[src/rtl/rss_defs.svh]
`ifndef RSS_DEFS_SVH
`define RSS_DEFS_SVH

// register map, word byte addresses
`define RSS_ADDR_CFG        4'h0
`define RSS_ADDR_STATUS     4'h4
`define RSS_ADDR_CAUSE      4'h8
`define RSS_ADDR_WIDTH      4
// configuration word bit positions
`define RSS_CFG_INT_CLR     0
`define RSS_CFG_PUD_DIS     1
`define RSS_CFG_BOD_EN      2
`define RSS_CFG_OSC_LO      3
`define RSS_CFG_OSC_HI      5
`define RSS_CFG_RESET       32'h0000_0000
`define RSS_CFG_MASK        32'h0000_003F
// oscillator mode codes
`define RSS_OSC_LP          3'h0
`define RSS_OSC_XT          3'h1
`define RSS_OSC_HS          3'h2
// timing
`define RSS_CLK_HZ          40000000
`define RSS_PUD_MS          72
`define RSS_PUD_CYCLES      (`RSS_CLK_HZ / 1000 * `RSS_PUD_MS)
`define RSS_OST_COUNT       1024
`define RSS_FILT_CYCLES     4
`define RSS_CNT_W           22
`define RSS_FILT_W          3
`define RSS_OST_W           11

`endif

[src/rtl/rss_pkg.sv]
package rss_pkg;
  typedef enum logic [2:0] {
    RSS_HOLD,
    RSS_PUD,
    RSS_OST,
    RSS_RUN
  } rss_state_type;
endpackage

[src/rtl/rss_sequencer.sv]
// Implementation choices: the Avalon-MM interface to the registers and the register addresses.
`timescale 1ns/1ps
`include "rss_defs.svh"

module rss_sequencer #(
  parameter int PUD_CYCLES = `RSS_PUD_CYCLES
) (
  input  wire logic        SYS_CLK,
  input  wire logic        RESET_N,
  input  wire logic        MASTER_CLEAR_PIN_N,
  input  wire logic        SUPPLY_GOOD,
  input  wire logic        BROWNOUT_OK,
  input  wire logic        WATCHDOG_TIMER_RESET,
  input  wire logic        SLEEP_WAKE,
  input  wire logic        OSCILLATOR_INPUT_PIN,
  input  wire logic [3:0]  AVS_ADDRESS,
  input  wire logic        AVS_READ,
  input  wire logic        AVS_WRITE,
  input  wire logic [31:0] AVS_WRITEDATA,
  input  wire logic [3:0]  AVS_BYTEENABLE,
  output logic      [31:0] AVS_READDATA,
  output logic             AVS_WAITREQUEST,
  output logic             MASTER_CLEAR_PIN_OE,
  output logic             CORE_RESET
);

  // configuration and bus state
  logic [31:0] cfg_r, cfg_nxt;
  logic [31:0] rdata_r, rdata_nxt;
  logic        ack_r, ack_nxt;
  logic [2:0]  cause_r, cause_nxt;
  // filter, edge and sequence state
  logic [`RSS_FILT_W-1:0] filt_cnt_r, filt_cnt_nxt;
  logic        clr_filt_r, clr_filt_nxt;
  logic        sup_d_r, sup_d_nxt;
  logic        bod_d_r, bod_d_nxt;
  logic        osc_d_r, osc_d_nxt;
  logic [`RSS_CNT_W-1:0] pud_cnt_r, pud_cnt_nxt;
  logic [`RSS_OST_W-1:0] ost_cnt_r, ost_cnt_nxt;
  logic        need_pud_r, need_pud_nxt;
  logic        need_ost_r, need_ost_nxt;
  rss_pkg::rss_state_type st_r, st_nxt;
  logic        core_rst_r, core_rst_nxt;
  // registered bus wait and pin enable outputs
  logic        wait_r;
  logic        oe_r;

  logic [2:0] osc_mode;
  logic       xtal_mode;
  logic       clr_active;
  logic       bod_active;
  logic       por_event;
  logic       bod_event;
  logic       hold_src;

  assign osc_mode  = cfg_r[`RSS_CFG_OSC_HI:`RSS_CFG_OSC_LO];
  assign xtal_mode = (osc_mode == `RSS_OSC_LP) ||
                     (osc_mode == `RSS_OSC_XT) ||
                     (osc_mode == `RSS_OSC_HS);
  // internal select ties clear to supply
  assign clr_active = !cfg_r[`RSS_CFG_INT_CLR] && clr_filt_r;
  assign bod_active = cfg_r[`RSS_CFG_BOD_EN] && !BROWNOUT_OK;
  // only a rising supply makes a power-on event
  assign por_event = SUPPLY_GOOD && !sup_d_r;
  assign bod_event = cfg_r[`RSS_CFG_BOD_EN] && BROWNOUT_OK && !bod_d_r;
  assign hold_src  = !SUPPLY_GOOD || bod_active || clr_active
                     || WATCHDOG_TIMER_RESET;

  // clear pin noise filter: level must persist to switch
  always_comb begin
    filt_cnt_nxt = '0;
    clr_filt_nxt = clr_filt_r;
    if (!MASTER_CLEAR_PIN_N != clr_filt_r) begin
      filt_cnt_nxt = filt_cnt_r + 1'b1;
      if (filt_cnt_r == `RSS_FILT_W'(`RSS_FILT_CYCLES - 1)) begin
        clr_filt_nxt = !MASTER_CLEAR_PIN_N;
        filt_cnt_nxt = '0;
      end
    end
  end

  always_ff @(posedge SYS_CLK) begin
    if (!RESET_N) begin
      filt_cnt_r <= '0;
      clr_filt_r <= 1'b0;
    end else begin
      filt_cnt_r <= filt_cnt_nxt;
      clr_filt_r <= clr_filt_nxt;
    end
  end

  // reset sequence: hold, power-up delay, oscillator count, run
  always_comb begin
    st_nxt       = st_r;
    pud_cnt_nxt  = pud_cnt_r;
    ost_cnt_nxt  = ost_cnt_r;
    need_pud_nxt = need_pud_r || por_event || bod_event;
    need_ost_nxt = need_ost_r || por_event || SLEEP_WAKE;
    cause_nxt    = cause_r;
    sup_d_nxt    = SUPPLY_GOOD;
    bod_d_nxt    = BROWNOUT_OK;
    osc_d_nxt    = OSCILLATOR_INPUT_PIN;
    if (por_event) cause_nxt[0] = 1'b1;
    if (bod_event) cause_nxt[1] = 1'b1;
    if (WATCHDOG_TIMER_RESET) cause_nxt[2] = 1'b1;
    if (hold_src) begin
      st_nxt = rss_pkg::RSS_HOLD;
    end else begin
      unique case (st_r)
        rss_pkg::RSS_HOLD: begin
          pud_cnt_nxt = '0;
          ost_cnt_nxt = '0;
          if (need_pud_nxt && !cfg_r[`RSS_CFG_PUD_DIS])
            st_nxt = rss_pkg::RSS_PUD;
          else if (need_ost_nxt && xtal_mode)
            st_nxt = rss_pkg::RSS_OST;
          else
            st_nxt = rss_pkg::RSS_RUN;
          need_pud_nxt = 1'b0;
        end
        rss_pkg::RSS_PUD: begin
          pud_cnt_nxt = pud_cnt_r + 1'b1;
          if (pud_cnt_r == `RSS_CNT_W'(PUD_CYCLES - 1)) begin
            if (need_ost_r && xtal_mode)
              st_nxt = rss_pkg::RSS_OST;
            else
              st_nxt = rss_pkg::RSS_RUN;
          end
        end
        rss_pkg::RSS_OST: begin
          // count rising edges of the oscillator input
          if (OSCILLATOR_INPUT_PIN && !osc_d_r) begin
            ost_cnt_nxt = ost_cnt_r + 1'b1;
            if (ost_cnt_r == `RSS_OST_W'(`RSS_OST_COUNT - 1))
              st_nxt = rss_pkg::RSS_RUN;
          end
        end
        rss_pkg::RSS_RUN: begin
          need_ost_nxt = 1'b0;
          if (SLEEP_WAKE && xtal_mode) begin
            ost_cnt_nxt = '0;
            st_nxt = rss_pkg::RSS_OST;
          end
        end
        default: st_nxt = rss_pkg::RSS_HOLD;
      endcase
    end
    if (st_nxt == rss_pkg::RSS_OST && st_r != rss_pkg::RSS_OST)
      need_ost_nxt = 1'b0;
    core_rst_nxt = (st_nxt != rss_pkg::RSS_RUN);
  end

  always_ff @(posedge SYS_CLK) begin
    if (!RESET_N) begin
      st_r       <= rss_pkg::RSS_HOLD;
      pud_cnt_r  <= '0;
      ost_cnt_r  <= '0;
      need_pud_r <= 1'b1;
      need_ost_r <= 1'b1;
      cause_r    <= 3'h0;
      sup_d_r    <= 1'b0;
      bod_d_r    <= 1'b0;
      osc_d_r    <= 1'b0;
      core_rst_r <= 1'b1;
    end else begin
      st_r       <= st_nxt;
      pud_cnt_r  <= pud_cnt_nxt;
      ost_cnt_r  <= ost_cnt_nxt;
      need_pud_r <= need_pud_nxt;
      need_ost_r <= need_ost_nxt;
      cause_r    <= cause_nxt;
      sup_d_r    <= sup_d_nxt;
      bod_d_r    <= bod_d_nxt;
      osc_d_r    <= osc_d_nxt;
      core_rst_r <= core_rst_nxt;
    end
  end

  // avalon slave: one wait cycle, then acknowledge
  always_comb begin
    ack_nxt   = 1'b0;
    cfg_nxt   = cfg_r;
    rdata_nxt = rdata_r;
    if ((AVS_READ || AVS_WRITE) && !ack_r) begin
      ack_nxt = 1'b1;
      if (AVS_WRITE && AVS_ADDRESS == `RSS_ADDR_CFG) begin
        for (int i = 0; i < 4; i++) begin
          if (AVS_BYTEENABLE[i])
            cfg_nxt[i*8 +: 8] = AVS_WRITEDATA[i*8 +: 8];
        end
        cfg_nxt = cfg_nxt & `RSS_CFG_MASK;
      end
      unique case (AVS_ADDRESS)
        `RSS_ADDR_CFG:    rdata_nxt = cfg_r;
        `RSS_ADDR_STATUS: rdata_nxt = {26'h000_0000, clr_filt_r,
                                       hold_src, core_rst_r, 3'(st_r)};
        `RSS_ADDR_CAUSE:  rdata_nxt = {29'h0000_0000, cause_r};
        default:          rdata_nxt = 32'h0000_0000;
      endcase
    end
  end

  always_ff @(posedge SYS_CLK) begin
    if (!RESET_N) begin
      cfg_r   <= `RSS_CFG_RESET;
      rdata_r <= 32'h0000_0000;
      ack_r   <= 1'b0;
      wait_r  <= 1'b1;
      oe_r    <= 1'b0;
    end else begin
      cfg_r   <= cfg_nxt;
      rdata_r <= rdata_nxt;
      ack_r   <= ack_nxt;
      wait_r  <= !ack_nxt;
      // watchdog reset stays internal, pin never driven
      oe_r    <= 1'b0;
    end
  end

  assign AVS_READDATA    = rdata_r;
  assign AVS_WAITREQUEST = wait_r;
  assign MASTER_CLEAR_PIN_OE = oe_r;
  assign CORE_RESET = core_rst_r;

endmodule

[config.mk]
export PLATFORM = sky130hd
export DESIGN_NAME = rss_sequencer
export DESIGN_NICKNAME = d
export VERILOG_FILES = /design/src/rtl/rss_pkg.sv /design/src/rtl/rss_sequencer.sv
export VERILOG_INCLUDE_DIRS = /design/src /design/src/rtl
export SDC_FILE = /design/constraint.sdc
export NUM_CORES = 1
export LEC_CHECK = 0
export BUFFER_PORTS_ARGS = -buffer_cell sky130_fd_sc_hd__buf_2
export CAP_MARGIN = 20
export CORE_MARGIN = 3
export CORE_UTILIZATION = 45
export CTS_BUF_LIST = sky130_fd_sc_hd__clkbuf_16
export DETAILED_ROUTE_END_ITERATION = 12
export PLACE_DENSITY = 0.74
export SLEW_MARGIN = 20
export SYNTH_ARGS = -nofsm -noshare
export SYNTH_HDL_FRONTEND = slang
export SYNTH_SLANG_ARGS = --single-unit
[constraint.sdc]
create_clock -name SYS_CLK -period 4 [get_ports SYS_CLK]
set_input_delay 0.2 -clock SYS_CLK [delete_from_list [all_inputs] [get_ports SYS_CLK]]
set_output_delay 0.2 -clock SYS_CLK [all_outputs]
set_load 0.005 [all_outputs]
==> results list, run 1 <==
- The flow ran to the end, and the final reports show no timing, DRC or antenna violations.
- Pin count of the biggest net entering global routing: 21
- Across the whole layout, storage elements account for ~1300 um2.
* Global-route wire length before repair: 10790 um
- Leading area contributor after synthesis: dfxtp_1
- Initial cell density of the core: 47.02%
- For the final database, setup skew stands at about 0.007 ns.
* Type of the worst min-delay path: in2reg
* Critical path data arrival time: roughly 2.4 ns
- Clock-pin slew on the worst setup and hold paths: 0.05 ns
- Synth Register Bits: 63
- The smallest clock period supported by the final layout is computed as between 2 and 2.5 ns.
- Worst reg2reg path startpoint: pud_cnt_r[9]
- After detailed routing, the total wire length is approximately 6200 um.
- Most instantiated flip-flop cell in the synthesis netlist: dfxtp_1
- Biggest area contributors in the synthesized netlist: dfxtp_1 42%, buf_4 6.9%, nor2_1 5.3%
- Critical hold path startpoint: MASTER_CLEAR_PIN_N
* Sequence of cells on the critical path: or4_1 -> or4_1 -> or3_4 -> o311ai_4 -> a2bb2oi_1
* Highest clock frequency the design can meet: approximately 0.45 GHz
- The number of gates resized after CTS was 0.
- The wire-length estimate of the detail-placed layout is about 4300 um.
- Synthesis handed over a netlist of between 300 and 400 instances.
- After synthesis the cells add up to 3037 um2.
- Fraction of post-synthesis cell area in the top cell type by area: between 40% and 50%
* Count of standard-cell rows: 29
- Crit. End Element: register
- Across the run, the number of max-cap violations was 0.
- Area taken by multi-input logic gates: about 1600 um2
* VDD IR max: approximately 0.00024 V
* Total power draw: ~1.4 mW
* Setup TNS: 0 ns
- Delay contributed by the slowest stage of the critical path: ~0.50 ns
* Cell with the most instances on the worst path: or4_1
- Vias per std cell: around 5.2
* Critical path launch point: pud_cnt_r[9]
- The number of clock buffers added by TritonCTS is 9.
* Clock network latency to the later pin of the worst-skew pair: 0.32 ns
- Measured along the x axis, the die boundary spans 88.15 um.
* Worst path top cell family by delay: simple AND/OR/NAND/NOR gates
* Number of global-route vias before repair: about 2300
- Actual transition at the worst max-transition pin: 0.7158 ns
- Sum of buffers and inverters on the critical path: 0
- Port Buffer Count: 28
- The clock passes through at most 2 buffers.
* Required time of the worst setup path: about 4.2 ns
* Count of unique library cells instantiated by Yosys: 52
* Top-level port count: 85
- Along the worst path, the maximum fanout reaches 4.
* Portion of the clock cycle consumed by the worst path in the final layout: between 50 and 60%
- Number of violations reported at the end of detailed-routing iteration 0: about 110
- The number of slew-limit violations in the final report is 0.
* Async set or reset register ratio after synthesis: 0%
* Share of the yosys chip area belonging to registers: between 40 and 50%
- The tree is rooted in a clkbuf_16.
- The count of nets left with antenna violations once routing finished came out at 0.
* Area growth from synthesis to layout: 12.03%
- Yosys mapped a number of flops with a built-in enable equal to 0.
- Max transition margin: 51.92%
- Core Region: 6459 um2
* Final estimated routing congestion in global placement: approximately 0.84
* TritonCTS clock tree: yes
- The final hold violation count was 0.
* Total via count after detailed routing: between 2000 and 2500
- The layout has ~630 filler cells.
* Critical path launch point type: register
- Slowest stage cell, crit path: or4_1
- Of the cells placed in the final design, the portion with a size suffix greater than 1 is roughly 13%.
* Number of warnings reported in the yosys synthesis log: 0
* Wire length per cell: between 10 and 15 um
* Diodes inserted: 0
- The clock net in this run drives a total of 63 sinks.
* First-pass iteration count of the detailed router: 4
- After global routing the overflow that remains totals 0.
- Power per standard cell area: around 400 nW/um2
- Once layout is complete, the utilization of the core stands at a little over half.
* Net count reported at finish: between 400 and 500
* Unrepaired setup endpoints after global routing: no
* Depth of the CTS H-tree: 3
- Type of the worst setup path: reg2reg
- In the routed design, unresolved DRC markers number 0.
* Leakage: 1.334 nW
* DIE AREA: around 7800 um2
* Hold buffers post-CTS: 0
- Averaged over all synthesized cells, the footprint is 8.676 um2.
* Total setup violations reported at the end of the flow: 0
- Buffers inserted by post-CTS timing repair: 0
- Global routing used 17.86% of the available tracks.
* Height of the die: between 80 and 90 um
- The initial antenna violation count was 0.
## stage by stage
step                area (um2)  worst slack, ns  hold WS (ns)  cells
CTS                       3402            1.780       0.06348    463
floorplan                 3138            1.874        0.2946    377
finish                    3402            1.756       0.07539    463
global route              3402            1.611       0.08039    463
detailed placement        3144            1.798        0.4121    447
global placement          3144            1.801        0.4029    447
## where the power goes
group	switching [mW]	total, mW	internal [mW]	leakage [nW]
Sequential	0.00482	0.641	0.636	0.510
Clock	0.261	0.668	0.407	0.133
Combinational	0.0417	0.0638	0.0221	0.691
Total	0.307	1.37	1.07	1.33
## cells in the mapped netlist, types with 4 or more instances
cell,number
a21oi_1,14
and2_1,5
and3_1,4
buf_4,28
clkbuf_1,8
dfxtp_1,63
ha_1,4
inv_1,9
mux2i_1,8
nand2_1,28
nand2b_1,6
nand3_1,11
nand4_1,7
nor2_1,43
nor3_1,13
nor4_1,7
o21ai_1,11
or3_1,4
or4_1,7
xnor2_1,15
xor2_1,8
## flip-flops by register name, indices dropped and copies added, names as in the netlist, 3 cells and up
name          count
AVS_READDATA      6
ost_cnt_r        11
pud_cnt_r        22
cfg_r             6
cause_r           3
filt_cnt_r        3
st_r              3
## path summary, 6_finish.rpt
path | endpoint | slack, ns | depth (start not counted)
setup / recovery | need_ost_r | 1.76 | 5
hold / removal | clr_filt_r | 0.08 | 2
setup reg to reg | need_ost_r | 1.76 | 5
hold reg to reg | filt_cnt_r[0] | 0.42 | 1
## layer usage
layer	vias up	GRT usage, %	routed length [um]
li1	1242	-	-
met1	1121	21.95	2836
met2	47	28.70	3043
met3	5	6.021	274
met4	0	7.418	58
met5	-	0	0
## area by class of cell
type / count / share of cell area [%]
Timing Repair Buffer: 30 / 4.561
Clock inverter: 7 / 0.9562
Clock buffer: 9 / 6.620
Sequential cell: 63 / 37.07
Multi-Input combinational cell: 267 / 46.86
Inverter: 10 / 1.103
Tap cell: 77 / 2.832
## cells in the final DEF, fill, tap and decap left out, drive strengths merged, types with 4 or more instances in the layout
cell type  count
dfxtp         63
nor2          43
buf           30
nand2         28
conb          28
xnor2         15
a21oi         14
nor3          13
o21ai         13
inv           12
nand3         11
clkbuf         9
mux2i          8
xor2           8
nor4           7
or4            7
nand4          7
nand2b         6
or3            6
and2           5
and3           4
ha             4
and4           4
clkinv         4
## kinds of logic (layout without fill, tap and decap cells)
| group | Yosys count | in the layout | share of synthesized area [%] |
|---|---|---|---|
| XOR/XNOR | 23 | 23 | 6.634 |
| adder cells (fa/ha/maj) | 4 | 4 | 1.648 |
| buffers and inverters | 47 | 56 | 9.312 |
| flip-flops | 63 | 63 | 41.53 |
| other | 1 | 28 | 0.1235 |
| AO/OA/AOI/OAI | 49 | 49 | 10.92 |
| multiplexers | 11 | 11 | 3.750 |
| AND/OR/NAND/NOR | 152 | 152 | 26.08 |
(Power assumes the default switching activity.)
==> inputs of run 2 (changes only) <==
Clock period 4 ns to 2.1 ns, I/O delays scaled along.
==> run 2 against run 1 <==
  * The run now ends with negative setup slack left
  * Worst hold slack lost 0.060 ns
  * Register-to-register slack lost 1.8 ns
  * Core utilization grew 3.1 points
  * Clock power grew 130%
  * Maximum frequency grew 6.3%
  * Sequential cell count is the same
  * Combinational power grew 100%
  * Die area is the same
  * Wire length grew 5.4%
  * Setup slack lost 1.8 ns
  * Count of clock-buffer cells in the layout is the same
  * Largest power group unchanged
  * Highest routed layer unchanged
==> results list, run 2 (synthesis results as in run 1) <==
* Clock-pin slew on the worst setup and hold paths: approximately 0.050 ns
- The endpoint identified for the worst register-to-register timing path is need_ost_r.
- Total setup violations reported at the end of the flow: 2
- Clock network latency to the later pin of the worst-skew pair: 0.33 ns
- Final number of max-transition violations: 0
- Global routing finished with a remaining overflow of 0.
* Inserted Clock Buffers: 9
* Global-route wire length before repair: approximately 11000 um
- Summing all placed instances gives a cell area of around 3300 um2.
- More flip-flops sit in one register than any other, and that register is pud_cnt_r.
* Worst path setup slack after routing: -0.01143 ns
- The final hold violation count was 0.
* Total clock sinks: 63
- Area taken by multi-input logic gates: between 1500 and 2000 um2
- In the final design database the tool counted 453 nets.
* Max reg flops: 22
- Core Region: about 6500 um2
* Vias per std cell: ~5.2
- Crit. End Element: register
- For the final routed database, the setup TNS stands at -0.01691 ns.
- DIE AREA: 7770 um2
- Initial cell density of the core: a little under half
- Root buf cell: clkbuf_16
- The worst setup path is launched from a register.
* Maximum clock insertion buffer count: 2
* Register-to-register path setup slack: -0.01 ns
- The path with the worst hold slack has its endpoint at cfg_r[3].
- Detailed routing inserted a total of about 2500 vias.
* Number of violations reported at the end of detailed-routing iteration 0: slightly above 90
- Total of max-cap violations: 0
- Max Clock Skew: around 0.004 ns
- Depth of the CTS H-tree: 3
- Hold-critical path depth: 3
* Biggest regs: pud_cnt_r x22, ost_cnt_r x11
- Type of the worst setup path: reg2reg
* Port Buffer Count: 28
- Critical hold path startpoint: AVS_WRITEDATA[3]
* Pin count of the biggest net entering global routing: 21
- Before CTS, the worst setup slack after placement is -0.02772 ns.
- Wires add up to between 6000 and 7000 um.
- Power per standard cell area: 792.9 nW/um2
- STA puts the critical path data arrival time at ~2.3 ns.
- For this run, the detailed router's first-pass iteration total came to 4.
- Count of standard-cell rows: 29
- Summing all flip-flop and latch instances after layout gives 1261 um2.
- Type of the worst min-delay path: in2reg
* Required time of the worst setup path: 2.31 ns
- Post-route DRC: 0
- Top-level port count: between 80 and 90
- The top cell types in the final layout, fill and taps aside, are 63 x dfxtp_1, 43 x nor2_1, 28 x nand2_1, 28 x conb_1, 28 x buf_2.
- Most frequent standard cell in the layout excluding fill and tap cells: dfxtp_1
- VDD IR max: around 0.00049 V
* Leakage: ~1.4 nW
- Cells with a size suffix above 1 make up between 10% and 20% of the layout.
* Run status: finished, violations left
* Number of global-route vias before repair: ~2400
* Height of the die: 88.15 um
* Worst reg2reg path startpoint: pud_cnt_r[10]
- Shortest clock period the worst path allows after layout: roughly 2.1 ns
- Measured along the x axis, the die boundary spans about 88 um.
- Wire length per cell: 13.61 um
* Portion of the clock cycle consumed by the worst path in the final layout: 100.5%
- The initial antenna violation count is 0.
* Placed wire-length estimate: ~4700 um
- In this run the worst path has a maximum fanout of 3.
* Hold slack: between 0.015 and 0.02 ns
- Once the clock tree was built, the setup fixing pass inserted 0 buffers.
- TritonCTS built the clock tree.
- Unrepaired setup endpoints after global routing: yes
- For this run, the total global-route usage over all layers was measured as 18.42%.
- R2R cell count: 5
* Failing checks: negative setup slack
- Area growth from synthesis to layout: 18.71%
- The repair_antennas step left the layout with diodes totalling 0.
* Final estimated routing congestion in global placement: approximately 0.83
* Antenna Violating Nets Remaining: 0
- Fill cells in the final layout number slightly below 600.
* Final Cell Area: 3605 um2
- Highest clock frequency the design can meet: around 0.47 GHz
run 2: cell type report:
class	count	area share, %
Multi-Input combinational cell	267	44.67
Sequential cell	63	34.99
Timing Repair Buffer	48	8.192
Clock buffer	9	6.248
Tap cell	77	2.673
Clock inverter	7	2.187
Inverter	10	1.041
run 2: worst max-delay path by stage:
stage                  startpoint         end  slack [ns]  depth (start not counted)
floorplan            pud_cnt_r[9]  need_ost_r        0.02                          5
global placement     pud_cnt_r[9]  need_ost_r        0.02                          5
detailed placement   pud_cnt_r[9]  need_ost_r       -0.03                          5
CTS                  pud_cnt_r[9]  need_ost_r      -0.009                          5
global route         pud_cnt_r[9]  need_ost_r       -0.06                          5
finish              pud_cnt_r[10]  need_ost_r       -0.01                          5
run 2: routing by layer:
metal | track usage [%] | vias up | part of all wire [%]
met5 | 0 | - | 0
met4 | 7.280 | 0 | 1.5
met3 | 5.456 | 11 | 3.6
met2 | 31.85 | 39 | 50
met1 | 21.35 | 1155 | 44
li1 | - | 1279 | -
run 2: critical path, stage by stage, from the launching register on:
cell and delay [ns]:
dfxtp_1 0.32, or4_1 0.49, or4_1 0.47, or3_4 0.37
o311ai_4 0.26, a2bb2oi_1 0.10
run 2: through the flow:
| stage | cells | util [%] | total power [mW] |
|---|---|---|---|
| after detailed placement | 463 | 50.54 | 1.370 |
| after global routing | 481 | 55.81 | 2.963 |
| after floorplan | 377 | - | 1.358 |
| after CTS | 481 | 55.66 | 2.884 |
| final | 481 | 55.81 | 2.858 |
| after global placement | 463 | 50.54 | 1.367 |
run 2: power by group:
part           switching, mW  total [mW]  internal [mW]
Combinational         0.0815       0.130         0.0488
Sequential           0.00832        1.22           1.21
Clock                  0.491        1.51           1.02
Total                  0.581        2.86           2.28
run 2: timing repair:
| action | in CTS | in global routing |
|---|---|---|
| pin swaps | 0 | 1 |
| setup endpoints to repair | 2 | 6 |
| gates resized for setup | 1 | 2 |
| hold buffers | 2 | 0 |
| endpoints found under the hold margin | 2 | 0 |
